--- src/usbsr_consts.vh ---
// constants and register map of the standard request state block
// Contract
// - cpu writes to the two bulk endpoint status registers take effect only while nak-all is 1.
// - a cpu write to an endpoint status register is dropped while that endpoint is busy on usb.
// - an error on endpoint 1 or endpoint 2 sets that endpoint's halt bit.
// - the halt bit sits at bit 0 of each bulk status register, 1 meaning stalled, rest zero.
// - get_status to endpoint 1 or 2 is answered by hardware with that status register.
// - a stall of endpoint 1 empties the bulk-in fifo and clears bulk-in nak release.
// - a stall of endpoint 2 empties the bulk-out fifo and clears bulk-out nak release.
// - set_address is decoded and its 7-bit address stored in a read-only field, bits 6..0.
// - the stored address is put to use only after the status stage reports success.
// - set_configuration stores its value in a read-only 2-bit field returned on get_configuration.
// - a configuration change from zero to nonzero sets the configured bit of mode status.
// - the configuration shows in mode status at once, before the status stage ends.
// - bulk-in data answers an in token only while bulk-in nak release is 1, else nak.
`ifndef USBSR_CONSTS_VH
`define USBSR_CONSTS_VH

// ==========================================
// register indices, byte address is index times four
`define USBSR_IDX_ADDR 16'hFF90
`define USBSR_IDX_CNF 16'hFF91
`define USBSR_IDX_EP1 16'hFF9D
`define USBSR_IDX_EP2 16'hFF9E
`define USBSR_IDX_CTRL 16'hFFA0
`define USBSR_IDX_MODE 16'hFFA1
`define USBSR_IDX_IRQ 16'hFFA2
`define USBSR_IDX_MASK 16'hFFA3

// ==========================================
// field positions
`define USBSR_HALT_BIT 0
`define USBSR_ADDR_W 7
`define USBSR_CNF_W 2
`define USBSR_CTRL_NAK_ALL 0
`define USBSR_CTRL_IN_REL 1
`define USBSR_CTRL_OUT_REL 2
`define USBSR_CTRL_W 3
`define USBSR_MODE_CONF 0
`define USBSR_IRQ_EP1_STALL 0
`define USBSR_IRQ_EP2_STALL 1
`define USBSR_IRQ_CONF 2
`define USBSR_IRQ_ADDR 3
`define USBSR_IRQ_W 4

// ==========================================
// reset values
`define USBSR_RST_BYTE 8'h00
`define USBSR_RST_CTRL 3'h0
`define USBSR_RST_IRQ 4'h0

// ==========================================
// standard request codes and recipients
`define USBSR_REQ_GET_STATUS 8'h00
`define USBSR_REQ_CLR_FEATURE 8'h01
`define USBSR_REQ_SET_FEATURE 8'h03
`define USBSR_REQ_SET_ADDRESS 8'h05
`define USBSR_REQ_GET_CONFIG 8'h08
`define USBSR_REQ_SET_CONFIG 8'h09
`define USBSR_REQ_SET_INTF 8'h0B
`define USBSR_RCP_DEVICE 5'h00
`define USBSR_RCP_INTF 5'h01
`define USBSR_RCP_EP 5'h02
`define USBSR_EP_BULK_IN 4'h1
`define USBSR_EP_BULK_OUT 4'h2

// ==========================================
// axi responses
`define USBSR_RESP_OKAY 2'h0
`define USBSR_RESP_SLVERR 2'h2

`endif

--- src/usbsr_req_decode.v ---
// setup packet decoder for standard requests
`timescale 1ns/1ps
`default_nettype none
`include "usbsr_consts.vh"
module usbsr_req_decode #(
    parameter [7:0] BULK_INTF = 8'h00
) (
    input wire setup_valid,
    input wire [7:0] setup_rtype,
    input wire [7:0] setup_req,
    input wire [15:0] setup_index,
    output wire set_addr,
    output wire set_cfg,
    output wire get_cfg,
    output wire get_st_ep1,
    output wire get_st_ep2,
    output wire set_ft_ep1,
    output wire set_ft_ep2,
    output wire clr_ft_ep1,
    output wire clr_ft_ep2,
    output wire set_intf
);
    // ==========================================
    // recipient and endpoint match
    wire std_req;
    wire to_dev;
    wire to_ep;
    wire ep1;
    wire ep2;
    assign std_req = setup_valid && (setup_rtype[6:5] == 2'h0);
    assign to_dev = std_req && (setup_rtype[4:0] == `USBSR_RCP_DEVICE);
    assign to_ep = std_req && (setup_rtype[4:0] == `USBSR_RCP_EP);
    assign ep1 = to_ep && (setup_index[3:0] == `USBSR_EP_BULK_IN);
    assign ep2 = to_ep && (setup_index[3:0] == `USBSR_EP_BULK_OUT);

    // ==========================================
    // request strobes
    assign set_addr = to_dev && (setup_req == `USBSR_REQ_SET_ADDRESS);
    assign set_cfg = to_dev && (setup_req == `USBSR_REQ_SET_CONFIG);
    assign get_cfg = to_dev && (setup_req == `USBSR_REQ_GET_CONFIG);
    assign get_st_ep1 = ep1 && (setup_req == `USBSR_REQ_GET_STATUS);
    assign get_st_ep2 = ep2 && (setup_req == `USBSR_REQ_GET_STATUS);
    assign set_ft_ep1 = ep1 && (setup_req == `USBSR_REQ_SET_FEATURE);
    assign set_ft_ep2 = ep2 && (setup_req == `USBSR_REQ_SET_FEATURE);
    assign clr_ft_ep1 = ep1 && (setup_req == `USBSR_REQ_CLR_FEATURE);
    assign clr_ft_ep2 = ep2 && (setup_req == `USBSR_REQ_CLR_FEATURE);
    // only the interface owning both bulk endpoints resets them
    assign set_intf = std_req && (setup_rtype[4:0] == `USBSR_RCP_INTF)
        && (setup_req == `USBSR_REQ_SET_INTF) && (setup_index[7:0] == BULK_INTF);
endmodule
`default_nettype wire

--- src/usbsr_top.v ---
// standard request state registers with axi4-lite slave
`timescale 1ns/1ps
`default_nettype none
`include "usbsr_consts.vh"
module usbsr_top #(
    parameter AW = 18,
    parameter [7:0] BULK_INTF = 8'h00
) (
    input wire ref_clk,
    input wire rstn,
    input wire [AW-1:0] s_axi_awaddr,
    input wire s_axi_awvalid,
    output wire s_axi_awready,
    input wire [31:0] s_axi_wdata,
    input wire [3:0] s_axi_wstrb,
    input wire s_axi_wvalid,
    output wire s_axi_wready,
    output reg [1:0] s_axi_bresp,
    output reg s_axi_bvalid,
    input wire s_axi_bready,
    input wire [AW-1:0] s_axi_araddr,
    input wire s_axi_arvalid,
    output wire s_axi_arready,
    output reg [31:0] s_axi_rdata,
    output reg [1:0] s_axi_rresp,
    output reg s_axi_rvalid,
    input wire s_axi_rready,
    input wire setup_valid,
    input wire [7:0] setup_rtype,
    input wire [7:0] setup_req,
    input wire [15:0] setup_value,
    input wire [15:0] setup_index,
    input wire status_ok,
    input wire ep1_busy,
    input wire ep2_busy,
    input wire ep1_error,
    input wire ep2_error,
    input wire in_token,
    output reg ans_valid,
    output reg [7:0] ans_data,
    output reg [6:0] dev_addr,
    output reg bulk_in_send,
    output reg bulk_in_nak,
    output reg bulk_out_accept,
    output reg bulk_in_fifo_clr,
    output reg bulk_out_fifo_clr,
    output reg ep1_toggle_clr,
    output reg ep2_toggle_clr,
    output reg irq
);
    // ==========================================
    // reset synchroniser
    reg rst_s1_ff;
    reg rst_n_ff;
    always @(posedge ref_clk or negedge rstn) begin
        if (!rstn) begin
            rst_s1_ff <= 1'b0;
            rst_n_ff <= 1'b0;
        end else begin
            rst_s1_ff <= 1'b1;
            rst_n_ff <= rst_s1_ff;
        end
    end

    // ==========================================
    // request decode
    wire set_addr;
    wire set_cfg;
    wire get_cfg;
    wire get_st_ep1;
    wire get_st_ep2;
    wire set_ft_ep1;
    wire set_ft_ep2;
    wire clr_ft_ep1;
    wire clr_ft_ep2;
    wire set_intf;
    usbsr_req_decode #(.BULK_INTF(BULK_INTF)) u_dec (
        .setup_valid(setup_valid),
        .setup_rtype(setup_rtype),
        .setup_req(setup_req),
        .setup_index(setup_index),
        .set_addr(set_addr),
        .set_cfg(set_cfg),
        .get_cfg(get_cfg),
        .get_st_ep1(get_st_ep1),
        .get_st_ep2(get_st_ep2),
        .set_ft_ep1(set_ft_ep1),
        .set_ft_ep2(set_ft_ep2),
        .clr_ft_ep1(clr_ft_ep1),
        .clr_ft_ep2(clr_ft_ep2),
        .set_intf(set_intf)
    );

    // ==========================================
    // axi write channel
    reg aw_got_ff;
    reg w_got_ff;
    reg [15:0] aw_idx_ff;
    reg [7:0] wbyte_ff;
    reg wlane_ff;
    wire wr_go;
    assign s_axi_awready = !aw_got_ff && !s_axi_bvalid;
    assign s_axi_wready = !w_got_ff && !s_axi_bvalid;
    assign wr_go = aw_got_ff && w_got_ff && !s_axi_bvalid;
    wire wr_known;
    assign wr_known = (aw_idx_ff == `USBSR_IDX_ADDR) || (aw_idx_ff == `USBSR_IDX_CNF)
        || (aw_idx_ff == `USBSR_IDX_EP1) || (aw_idx_ff == `USBSR_IDX_EP2)
        || (aw_idx_ff == `USBSR_IDX_CTRL) || (aw_idx_ff == `USBSR_IDX_MODE)
        || (aw_idx_ff == `USBSR_IDX_IRQ) || (aw_idx_ff == `USBSR_IDX_MASK);
    wire wr_en;
    assign wr_en = wr_go && wlane_ff;
    always @(posedge ref_clk or negedge rst_n_ff) begin
        if (!rst_n_ff) begin
            aw_got_ff <= 1'b0;
            w_got_ff <= 1'b0;
            aw_idx_ff <= 16'h0000;
            wbyte_ff <= `USBSR_RST_BYTE;
            wlane_ff <= 1'b0;
            s_axi_bvalid <= 1'b0;
            s_axi_bresp <= `USBSR_RESP_OKAY;
        end else begin
            if (s_axi_awvalid && s_axi_awready) begin
                aw_got_ff <= 1'b1;
                aw_idx_ff <= s_axi_awaddr[17:2];
            end
            if (s_axi_wvalid && s_axi_wready) begin
                w_got_ff <= 1'b1;
                wbyte_ff <= s_axi_wdata[7:0];
                wlane_ff <= s_axi_wstrb[0];
            end
            if (wr_go) begin
                aw_got_ff <= 1'b0;
                w_got_ff <= 1'b0;
                s_axi_bvalid <= 1'b1;
                s_axi_bresp <= wr_known ? `USBSR_RESP_OKAY : `USBSR_RESP_SLVERR;
            end else if (s_axi_bvalid && s_axi_bready) begin
                s_axi_bvalid <= 1'b0;
            end
        end
    end

    // ==========================================
    // state registers
    reg ep1_halt_ff;
    reg ep2_halt_ff;
    reg [6:0] addr_ff;
    reg addr_pend_ff;
    reg [1:0] cnf_ff;
    reg conf_ff;
    reg [2:0] ctrl_ff;
    reg [3:0] irq_st_ff;
    reg [3:0] irq_mask_ff;
    wire nak_all;
    wire ep_wr_ok;
    wire ep1_wr;
    wire ep2_wr;
    assign nak_all = ctrl_ff[`USBSR_CTRL_NAK_ALL];
    assign ep_wr_ok = wr_en && nak_all;
    assign ep1_wr = ep_wr_ok && !ep1_busy && (aw_idx_ff == `USBSR_IDX_EP1);
    assign ep2_wr = ep_wr_ok && !ep2_busy && (aw_idx_ff == `USBSR_IDX_EP2);
    wire ep_clr_all;
    assign ep_clr_all = set_cfg || set_intf;

    reg nxt_ep1_halt;
    reg nxt_ep2_halt;
    always @* begin
        nxt_ep1_halt = ep1_halt_ff;
        if (ep1_wr) begin
            nxt_ep1_halt = wbyte_ff[`USBSR_HALT_BIT];
        end
        if (clr_ft_ep1 || ep_clr_all) begin
            nxt_ep1_halt = 1'b0;
        end
        if (set_ft_ep1 || ep1_error) begin
            nxt_ep1_halt = 1'b1;
        end
        nxt_ep2_halt = ep2_halt_ff;
        if (ep2_wr) begin
            nxt_ep2_halt = wbyte_ff[`USBSR_HALT_BIT];
        end
        if (clr_ft_ep2 || ep_clr_all) begin
            nxt_ep2_halt = 1'b0;
        end
        if (set_ft_ep2 || ep2_error) begin
            nxt_ep2_halt = 1'b1;
        end
    end

    // a stall is the halt bit rising, whatever caused it
    wire ep1_stall;
    wire ep2_stall;
    assign ep1_stall = nxt_ep1_halt && !ep1_halt_ff;
    assign ep2_stall = nxt_ep2_halt && !ep2_halt_ff;
    wire conf_rise;
    assign conf_rise = set_cfg && (cnf_ff == 2'h0) && (setup_value[1:0] != 2'h0);

    reg [2:0] nxt_ctrl;
    always @* begin
        nxt_ctrl = ctrl_ff;
        if (wr_en && (aw_idx_ff == `USBSR_IDX_CTRL)) begin
            nxt_ctrl = wbyte_ff[2:0];
        end
        // hardware clear beats a firmware write in the same cycle
        if (ep1_stall) begin
            nxt_ctrl[`USBSR_CTRL_IN_REL] = 1'b0;
        end
        if (ep2_stall) begin
            nxt_ctrl[`USBSR_CTRL_OUT_REL] = 1'b0;
        end
    end

    wire [3:0] irq_ev;
    assign irq_ev = {addr_pend_ff && status_ok, conf_rise, ep2_stall, ep1_stall};
    wire [3:0] irq_w1c;
    assign irq_w1c = (wr_en && (aw_idx_ff == `USBSR_IDX_IRQ)) ? wbyte_ff[3:0] : 4'h0;

    always @(posedge ref_clk or negedge rst_n_ff) begin
        if (!rst_n_ff) begin
            ep1_halt_ff <= 1'b0;
            ep2_halt_ff <= 1'b0;
            addr_ff <= 7'h00;
            addr_pend_ff <= 1'b0;
            dev_addr <= 7'h00;
            cnf_ff <= 2'h0;
            conf_ff <= 1'b0;
            ctrl_ff <= `USBSR_RST_CTRL;
            irq_st_ff <= `USBSR_RST_IRQ;
            irq_mask_ff <= `USBSR_RST_IRQ;
            irq <= 1'b0;
            bulk_in_fifo_clr <= 1'b0;
            bulk_out_fifo_clr <= 1'b0;
            ep1_toggle_clr <= 1'b0;
            ep2_toggle_clr <= 1'b0;
        end else begin
            ep1_halt_ff <= nxt_ep1_halt;
            ep2_halt_ff <= nxt_ep2_halt;
            ctrl_ff <= nxt_ctrl;
            bulk_in_fifo_clr <= ep1_stall;
            bulk_out_fifo_clr <= ep2_stall;
            ep1_toggle_clr <= clr_ft_ep1 || ep_clr_all;
            ep2_toggle_clr <= clr_ft_ep2 || ep_clr_all;
            if (set_addr) begin
                addr_ff <= setup_value[6:0];
                addr_pend_ff <= 1'b1;
            end else if (addr_pend_ff && status_ok) begin
                dev_addr <= addr_ff;
                addr_pend_ff <= 1'b0;
            end
            if (set_cfg) begin
                cnf_ff <= setup_value[1:0];
                // shows now, not after the status stage
                conf_ff <= (setup_value[1:0] != 2'h0);
            end
            if (wr_en && (aw_idx_ff == `USBSR_IDX_MASK)) begin
                irq_mask_ff <= wbyte_ff[3:0];
            end
            irq_st_ff <= (irq_st_ff & ~irq_w1c) | irq_ev;
            irq <= |(((irq_st_ff & ~irq_w1c) | irq_ev) & irq_mask_ff);
        end
    end

    // ==========================================
    // usb side answers
    always @(posedge ref_clk or negedge rst_n_ff) begin
        if (!rst_n_ff) begin
            ans_valid <= 1'b0;
            ans_data <= `USBSR_RST_BYTE;
            bulk_in_send <= 1'b0;
            bulk_in_nak <= 1'b0;
            bulk_out_accept <= 1'b0;
        end else begin
            ans_valid <= get_st_ep1 || get_st_ep2 || get_cfg;
            if (get_st_ep1) begin
                ans_data <= {7'h00, ep1_halt_ff};
            end else if (get_st_ep2) begin
                ans_data <= {7'h00, ep2_halt_ff};
            end else if (get_cfg) begin
                ans_data <= {6'h00, cnf_ff};
            end
            bulk_in_send <= in_token && ctrl_ff[`USBSR_CTRL_IN_REL];
            bulk_in_nak <= in_token && !ctrl_ff[`USBSR_CTRL_IN_REL];
            bulk_out_accept <= ctrl_ff[`USBSR_CTRL_OUT_REL];
        end
    end

    // ==========================================
    // axi read channel
    reg [7:0] rd_byte;
    reg rd_known;
    assign s_axi_arready = !s_axi_rvalid;
    always @* begin
        rd_byte = 8'h00;
        rd_known = 1'b1;
        case (s_axi_araddr[17:2])
            `USBSR_IDX_ADDR: rd_byte = {1'b0, addr_ff};
            `USBSR_IDX_CNF: rd_byte = {6'h00, cnf_ff};
            `USBSR_IDX_EP1: rd_byte = {7'h00, ep1_halt_ff};
            `USBSR_IDX_EP2: rd_byte = {7'h00, ep2_halt_ff};
            `USBSR_IDX_CTRL: rd_byte = {5'h00, ctrl_ff};
            `USBSR_IDX_MODE: rd_byte = {7'h00, conf_ff};
            `USBSR_IDX_IRQ: rd_byte = {4'h0, irq_st_ff};
            `USBSR_IDX_MASK: rd_byte = {4'h0, irq_mask_ff};
            default: rd_known = 1'b0;
        endcase
    end
    always @(posedge ref_clk or negedge rst_n_ff) begin
        if (!rst_n_ff) begin
            s_axi_rvalid <= 1'b0;
            s_axi_rdata <= 32'h00000000;
            s_axi_rresp <= `USBSR_RESP_OKAY;
        end else if (s_axi_arvalid && s_axi_arready) begin
            s_axi_rvalid <= 1'b1;
            s_axi_rdata <= {24'h000000, rd_byte};
            s_axi_rresp <= rd_known ? `USBSR_RESP_OKAY : `USBSR_RESP_SLVERR;
        end else if (s_axi_rvalid && s_axi_rready) begin
            s_axi_rvalid <= 1'b0;
        end
    end
endmodule
`default_nettype wire

--- config.mk ---
export PLATFORM = sky130hd
export DESIGN_NAME = usbsr_top
export DESIGN_NICKNAME = d
export VERILOG_FILES = /design/src/usbsr_req_decode.v /design/src/usbsr_top.v
export VERILOG_INCLUDE_DIRS = /design/src /design/src/src
export SDC_FILE = /design/constraint.sdc
export NUM_CORES = 1
export LEC_CHECK = 0
export ABC_AREA = 1
export BUFFER_PORTS_ARGS = -buffer_cell sky130_fd_sc_hd__buf_4
export CORE_MARGIN = 8
export CORE_UTILIZATION = 47
export DETAILED_ROUTE_END_ITERATION = 6
export PLACE_DENSITY = 0.93
export SLEW_MARGIN = 20
export SYNTH_ARGS = -nofsm -noshare
export SYNTH_HDL_FRONTEND = slang
export SYNTH_SLANG_ARGS = --single-unit
--- constraint.sdc ---
create_clock -name ref_clk -period 3.4 [get_ports ref_clk]
set_input_delay 0.34 -clock ref_clk [delete_from_list [all_inputs] [get_ports ref_clk]]
set_output_delay 0.34 -clock ref_clk [all_outputs]
set_load 0.01 [all_outputs]
* After elaboration in Yosys (flattened, before gate mapping)
Index checks and enable logic that the tools add are counted.
** Storage, ports and cells
- RAM bits :: 0
- Output and inout port bits :: 65
- Register bits :: 87
- Word-level logic and storage cells :: 174
- Bits of input ports :: 134
- Bits in latches :: 0
- Bits in read-only memories :: 0
- Memories kept :: 0
** Operators by class
- Reductions and logical operators :: 82
- Divide/modulo/power cells :: 0
- Bitwise logic cells :: 5
- Add/sub/neg operators :: 0
- Eq/ne operators :: 26
- Shift operators :: 0
- $lt $le $gt $ge :: 0
- Multiplexer cells :: 27
- Multiply operators :: 0
** Operators by type and width (number)
- $eq 16x16->1 const B :: 16
- $pmux 7 s8 :: 1
- $logic_and 1x1->1 :: 42
- $eq 8x4->1 const B :: 3
- $mux 8 :: 3
- $mux 1 :: 19
- $logic_not 8->1 :: 2
- $reduce_bool 2->1 :: 8
- $logic_or 1x1->1 :: 14
- $logic_not 1->1 :: 9
- $and 4x4->4 :: 2
- $eq 8x1->1 const B :: 1
- $eq 8x2->1 const B :: 1
- $eq 8x3->1 const B :: 1
- $reduce_or 8->1 :: 1
- $eq 5x1->1 const B :: 1
- $eq 5x2->1 const B :: 1
- $logic_not 5->1 :: 1
- $eq 4x1->1 const B :: 1
- $eq 4x2->1 const B :: 1
- $logic_not 2->1 :: 2
- $mux 2 :: 2
- $mux 4 :: 1
- $not 4->4 :: 1
- other kinds (6) :: 6

* Depth between registers and ports, before layout
- Depth in word-level cells :: 13
- Mapped depth :: 15
- Gate-level depth less buffers :: 15

* Modules after synthesis
A second synthesis with hierarchy kept.
** Unflattened totals
- Cell total of the unflattened synthesis :: 481
- Area total of the unflattened synthesis :: 4048.9 um^2
** By module, submodules not included
- usbsr_top :: cells each 422, instances 1, seq. area each 1951.9 um^2, area each 3766.1 um^2
- usbsr_req_decode :: cells each 59, instances 1, seq. area each 0.0 um^2, area each 282.8 um^2

* Least setup slack after synthesis
Ideal clock, no wire load.
- Path type :: reg-to-reg
- Start point :: register s_axi_bvalid
- End point :: register irq
- Setup time :: 0.121 ns
- Setup slack :: 1.981 ns
- Cell stages (with the launch flop) :: 13
- Path buffers :: 0
- Required time :: 3.279 ns
- Arrival :: 1.298 ns
- Period minus slack after synthesis :: 1.419 ns
- Cell sequence :: dfrtp_1 -> nor2_4 -> nand3_2 -> nor2_2 -> nand3_1 -> nand2_1 -> inv_2 -> nand2_2 -> nand2_2 -> nand2_2 -> nand2_2 -> nand2_2 -> nand3_2
** On the way
- Longest elaborated chain between the ends :: 13
- Elaborated cells between the ends (all ways) :: 23
- Those cells by class :: mux: 7; bitwise: 4; reduce/logical: 12
** Ends and longest elaborated chain
- start, declared :: RTL line usbsr_top.v:19 : output reg s_axi_bvalid,
- start signal, assigned :: RTL line usbsr_top.v:119 : s_axi_bvalid <= 1'b0;
- start signal, assigned :: RTL line usbsr_top.v:134 : s_axi_bvalid <= 1'b1;
- start signal, assigned :: RTL line usbsr_top.v:137 : s_axi_bvalid <= 1'b0;
- $logic_not 1->1 :: RTL line usbsr_top.v:104 : assign wr_go = aw_got_ff && w_got_ff && !s_axi_bvalid;
- $logic_and 1x1->1 :: RTL line usbsr_top.v:104
- $logic_and 1x1->1 :: RTL line usbsr_top.v:111 : assign wr_en = wr_go && wlane_ff;
- $logic_and 1x1->1 :: RTL line usbsr_top.v:158 : assign ep_wr_ok = wr_en && nak_all;
- $logic_and 1x1->1 (2 in a row) :: RTL line usbsr_top.v:159 : assign ep1_wr = ep_wr_ok && !ep1_busy && (aw_idx_ff == `USBSR_IDX_EP1);
- $mux 1 :: RTL line usbsr_top.v:168 : if (ep1_wr) begin
- $mux 1 :: RTL line usbsr_top.v:171 : if (clr_ft_ep1 || ep_clr_all) begin
- $mux 1 :: RTL line usbsr_top.v:174 : if (set_ft_ep1 || ep1_error) begin
- net nxt_ep1_halt :: RTL line usbsr_top.v:164 : reg nxt_ep1_halt;
- $logic_and 1x1->1 :: RTL line usbsr_top.v:192 : assign ep1_stall = nxt_ep1_halt && !ep1_halt_ff;
- $or 4x4->4 :: RTL line usbsr_top.v:258 : irq <= |(((irq_st_ff & ~irq_w1c) | irq_ev) & irq_mask_ff);
- $and 4x4->4 :: RTL line usbsr_top.v:258
- $reduce_or 4->1 :: RTL line usbsr_top.v:258
- end signal, assigned :: RTL line usbsr_top.v:258
- end, declared :: RTL line usbsr_top.v:49 : output reg irq
The timed path passes the listed nets, and every way through them passes these cells.
A chain may end at the register's enable or synchronous reset.

* Worst setup path in the final report
- Start point :: register s_axi_bvalid
- End point :: register aw_idx_ff[13]
** On the way
- Longest elaborated chain between the ends :: 3
** Ends and longest elaborated chain
- $logic_not 1->1 :: RTL line usbsr_top.v:102 : assign s_axi_awready = !aw_got_ff && !s_axi_bvalid;
- $logic_and 1x1->1 :: RTL line usbsr_top.v:102
- $logic_and 1x1->1 :: RTL line usbsr_top.v:122 : if (s_axi_awvalid && s_axi_awready) begin
- end signal, assigned :: RTL line usbsr_top.v:124 : aw_idx_ff <= s_axi_awaddr[17:2];
- end, declared :: RTL line usbsr_top.v:98 : reg [15:0] aw_idx_ff;
No other way between the ends.

==> flow_results.org <==
** Critical path
- Cell-by-cell trace of the critical path :: nor2_1 > nand2_1 > mux2_2
- Critical Path Sink Type :: flip-flop
- For this run, the slowest stage of the critical path takes roughly 550 ps.
- Critical path's top delay family :: simple AND/OR/NAND/NOR gates
- Critical path start-end classification :: reg2reg
- Count of buffering cells on the critical path with inverters included :: 0
- For the worst setup path, the data required time is 3630 ps.
- Nature of the critical path startpoint :: flip-flop
- CP arrival :: just under 2000 ps
- Slowest cell on the critical path :: sky130_fd_sc_hd__nand2_1
- Register-to-register setup slack :: between 1500 and 2000 ps
- In this run the worst path has a maximum fanout of 21.

** Pwr
- Peak supply drop :: roughly 0.41 mV
- Switching power total :: ~770 µW
- Combinational logic is responsible for between 20 and 25% of the overall power.
- Sequential fraction of design power :: roughly 50%
- Power spread over the standard cell area amounts to around 480 mW/mm².
- Of the total power, the share spent switching nets is approximately a third.
- Clock network fraction of design power :: between 20% and 30%
- P_leak :: about 2.6 nW
- The internal portion of the total power is about 1.7 mW.

** Synth
- Flip-flop cell with the highest count after synthesis :: sky130_fd_sc_hd__dfrtp_1
- YS warnings :: 0
- Counting flops with an async set or reset pin after synthesis yields a share of 100.0%.
- In this run, synthesis inferred 0 flip-flops with an integrated enable.
- Counting every instance in the synthesized netlist gives 482.
- Counting flops and latches in the post-synthesis netlist gives just under 80.
- Sequential cells were found to cover between 40% and 50% of the synthesized design area.
- After synthesis, the netlist uses 36 different library cells.
- A synthesized cell averages approximately 8.5 µm².
- The cell area that synthesis handed to floorplanning was approximately 0.0041 mm².

** Outcome
- Run status :: finished, final reports clean

** Clock network
- At the later pin of the worst-skew pair, clock insertion delay measures around 350 ps.
- H-Tree Depth :: 3
- TritonCTS built the clock tree.
- The number of clock buffers added by TritonCTS is 9.
- Clock-pin transition on the worst setup and hold timing paths :: around 90 ps
- Counting along the longest clock path gives a buffer depth of 2.
- CTS Hold Bufs :: 1
- Root buf cell :: sky130_fd_sc_hd__clkbuf_8
- The clock net in this run drives a total of 78 sinks.
- Post-CTS resize count :: 0
- Buffers added to address setup during post-CTS repair amount to 0.

** GRT
- The first global-routing pass estimated approximately 15000 µm of wire.
- The number of antenna violations at the first check in global routing was 0.
- Entering global routing, the biggest net connects 77 pins.
- For this run, the total global-route usage over all layers was measured as roughly 16%.
- Congestion Overflow GR :: 0
- The number of global-route vias before repair was 3479.

** STA
- Final number of hold-violating endpoints :: 0
- Summed over all failing endpoints, the final setup total negative slack is 0 ps.
- For the pin with the worst max-slew slack, the measured transition is 947.5 ps.
- Of the available clock period, the critical path in the final layout requires about 50%.
- In this run the tightest slew margin relative to its limit is about 37%.
- Unrepaired setup endpoints after global routing :: false
- Worst-case setup margin in the final layout :: between 1500 and 2000 ps
- Slew Limit Fails :: 0
- Hold is met by ~160 ps.
- Total setup violations reported at the end of the flow :: 0
- Timing would allow up to 0.5895 GHz.
- Fin crit period :: about 1700 ps
- Worst Clk Skew :: roughly 11 ps

** Place
- Port-buffer cells :: roughly 110
- OpenSTA, run right after detailed placement, puts the worst setup slack at about 1500 ps.
- The HPWL after detailed placement is between 7000 and 8000 µm.
- Placer's final routability congestion estimate :: roughly 0.85

** Finish
- Area grow syn2layout :: 25.49%
- In the final layout, the multi-input gates occupy 0.001768 mm².
- The repair_antennas step left the layout with diodes totalling 0.
- Fraction of final layout cells with drive strength greater than 1 :: between 30% and 40%
- In the layout the commonest cells are sky130_fd_sc_hd__buf_4, sky130_fd_sc_hd__nand2_1, sky130_fd_sc_hd__dfrtp_1, sky130_fd_sc_hd__nor2_1, sky130_fd_sc_hd__inv_1.
- The filler cells instantiated in the layout total 754.
- Leaving out fill and tap cells, the most frequent cell in the layout is sky130_fd_sc_hd__buf_4.
- Register cell area after layout :: approximately 0.0020 mm²
- The net count of the finished layout is between 700 and 800.

** Die
- The die covers ~0.012 mm².
- The initial utilization of the core area, before any placement, comes to between 40% and 50%.
- FP Rows :: 34
- Chip height :: ~110 µm
- Width of the die :: about 110 µm
- Core region area :: about 0.0086 mm²
- ~200 I/O pins were placed.

** Route
- Number of nets still failing antenna checks after routing :: 0
- DRC Markers :: 0
- Iteration-0 DRC count of the detailed router :: 170
- Routed vias :: approximately 3500
- Detailed-route wire length per cell :: 13.68 µm
- Total wire length :: between 9000 and 10000 µm
- The first detailed-routing pass ran for 4 iterations.
- Average vias per placed instance :: slightly below 5

** Worst hold path
- The worst hold path belongs to the class in2reg.

** Flow run
- Max-cap violations :: 0
==> cells in the mapped netlist, types with 4 or more instances <==
master,instances,area share (%)
sky130_fd_sc_hd__buf_2,4,0.49
sky130_fd_sc_hd__buf_4,33,6.1
sky130_fd_sc_hd__dfrtp_1,78,48
sky130_fd_sc_hd__o21ai_0,35,4.3
sky130_fd_sc_hd__nor2_1,50,4.6
sky130_fd_sc_hd__inv_2,7,0.64
sky130_fd_sc_hd__mux2_2,20,5.5
sky130_fd_sc_hd__nor2_2,9,1.4
sky130_fd_sc_hd__nor4_1,4,0.61
sky130_fd_sc_hd__inv_1,49,4.5
sky130_fd_sc_hd__nor3_1,6,0.73
sky130_fd_sc_hd__nand2_1,89,8.2
sky130_fd_sc_hd__o31ai_1,4,0.73
sky130_fd_sc_hd__a21oi_1,8,0.98
sky130_fd_sc_hd__nand3_1,39,4.8
sky130_fd_sc_hd__nand2_2,10,1.5
sky130_fd_sc_hd__nand4_1,7,1.1
==> worst register-to-register path: stages (launching register included) <==
cell	delay, ps
sky130_fd_sc_hd__dfrtp_1	500
sky130_fd_sc_hd__nor2_1	110
sky130_fd_sc_hd__nand2_1	550
sky130_fd_sc_hd__mux2_2	410
==> path summary, 6_finish.rpt <==
check | from | depth (start not counted) | end
setup / recovery | s_axi_bvalid | 3 | aw_idx_ff[13]
hold / removal | s_axi_bready | 2 | s_axi_bvalid
setup reg to reg | s_axi_bvalid | 3 | aw_idx_ff[13]
hold reg to reg | rst_s1_ff | 0 | rst_n_ff
max in group asynchronous | rst_n_ff | 0 | dev_addr[3]
min in group asynchronous | rstn | 2 | rst_n_ff
==> power by group through the flow <==
| stage | combinational (mW) | clock [mW] | sequential (mW) |
|---|---|---|---|
| finish | 0.550 | 0.709 | 1.20 |
| global route | 0.617 | 0.760 | 1.23 |
| CTS | 0.554 | 0.722 | 1.20 |
| detailed placement | 0.551 | 0 | 1.22 |
| global placement | 0.524 | 0 | 1.21 |
| floorplan | 0.381 | 0 | 1.20 |
==> kinds of logic after synthesis <==
family / Yosys count / synth area share [%]
mux: 22 / 6.028
flops: 78 / 47.74
simple gates: 225 / 25.83
buf+inv: 96 / 11.96
other cells: 2 / 0.1837
compound gates: 59 / 8.262
==> routing by layer <==
| metal | wire (µm) | track usage, % | up-vias |
|---|---|---|---|
| met3 | 1168 | 6.915 | 13 |
| met2 | 4791 | 28.47 | 140 |
| met4 | 113 | 4.243 | 0 |
| met1 | 3669 | 17.20 | 1619 |
| met5 | 0 | 0 | - |
| li1 | - | - | 1736 |
==> state kept, by name, indices dropped and copies added, names as in the netlist, 2 cells and up <==
register and flops:
irq_mask_ff 4, addr_ff 7, wbyte_ff 4, irq_st_ff 4, ctrl_ff 3, dev_addr 7
ans_data 2, cnf_ff 2, s_axi_rdata 7, aw_idx_ff 16
==> layout make-up <==
cell class	instances	area share, %
Clock buffer	9	2.414
Clock inverter	7	1.561
Inverter	56	4.097
Multi-Input combinational cell	340	34.46
Sequential cell	78	38.11
Tap cell	108	2.634
Timing Repair Buffer	114	16.73
==> metrics by stage <==
| step | std cells | total power [mW] | area (µm²) | utilization [%] |
|---|---|---|---|---|
| 2_1_floorplan | 514 | 1.579 | 4209 | - |
| 3_3_place_gp | 695 | 1.731 | 4917 | 57.22 |
| 3_5_place_dp | 695 | 1.773 | 4917 | 57.22 |
| 4_1_cts | 712 | 2.480 | 5131 | 59.71 |
| 5_1_grt | 712 | 2.606 | 5131 | 59.71 |
| 6_report | 712 | 2.462 | 5131 | 59.71 |
No activity file was read; power rests on OpenSTA's default activity.
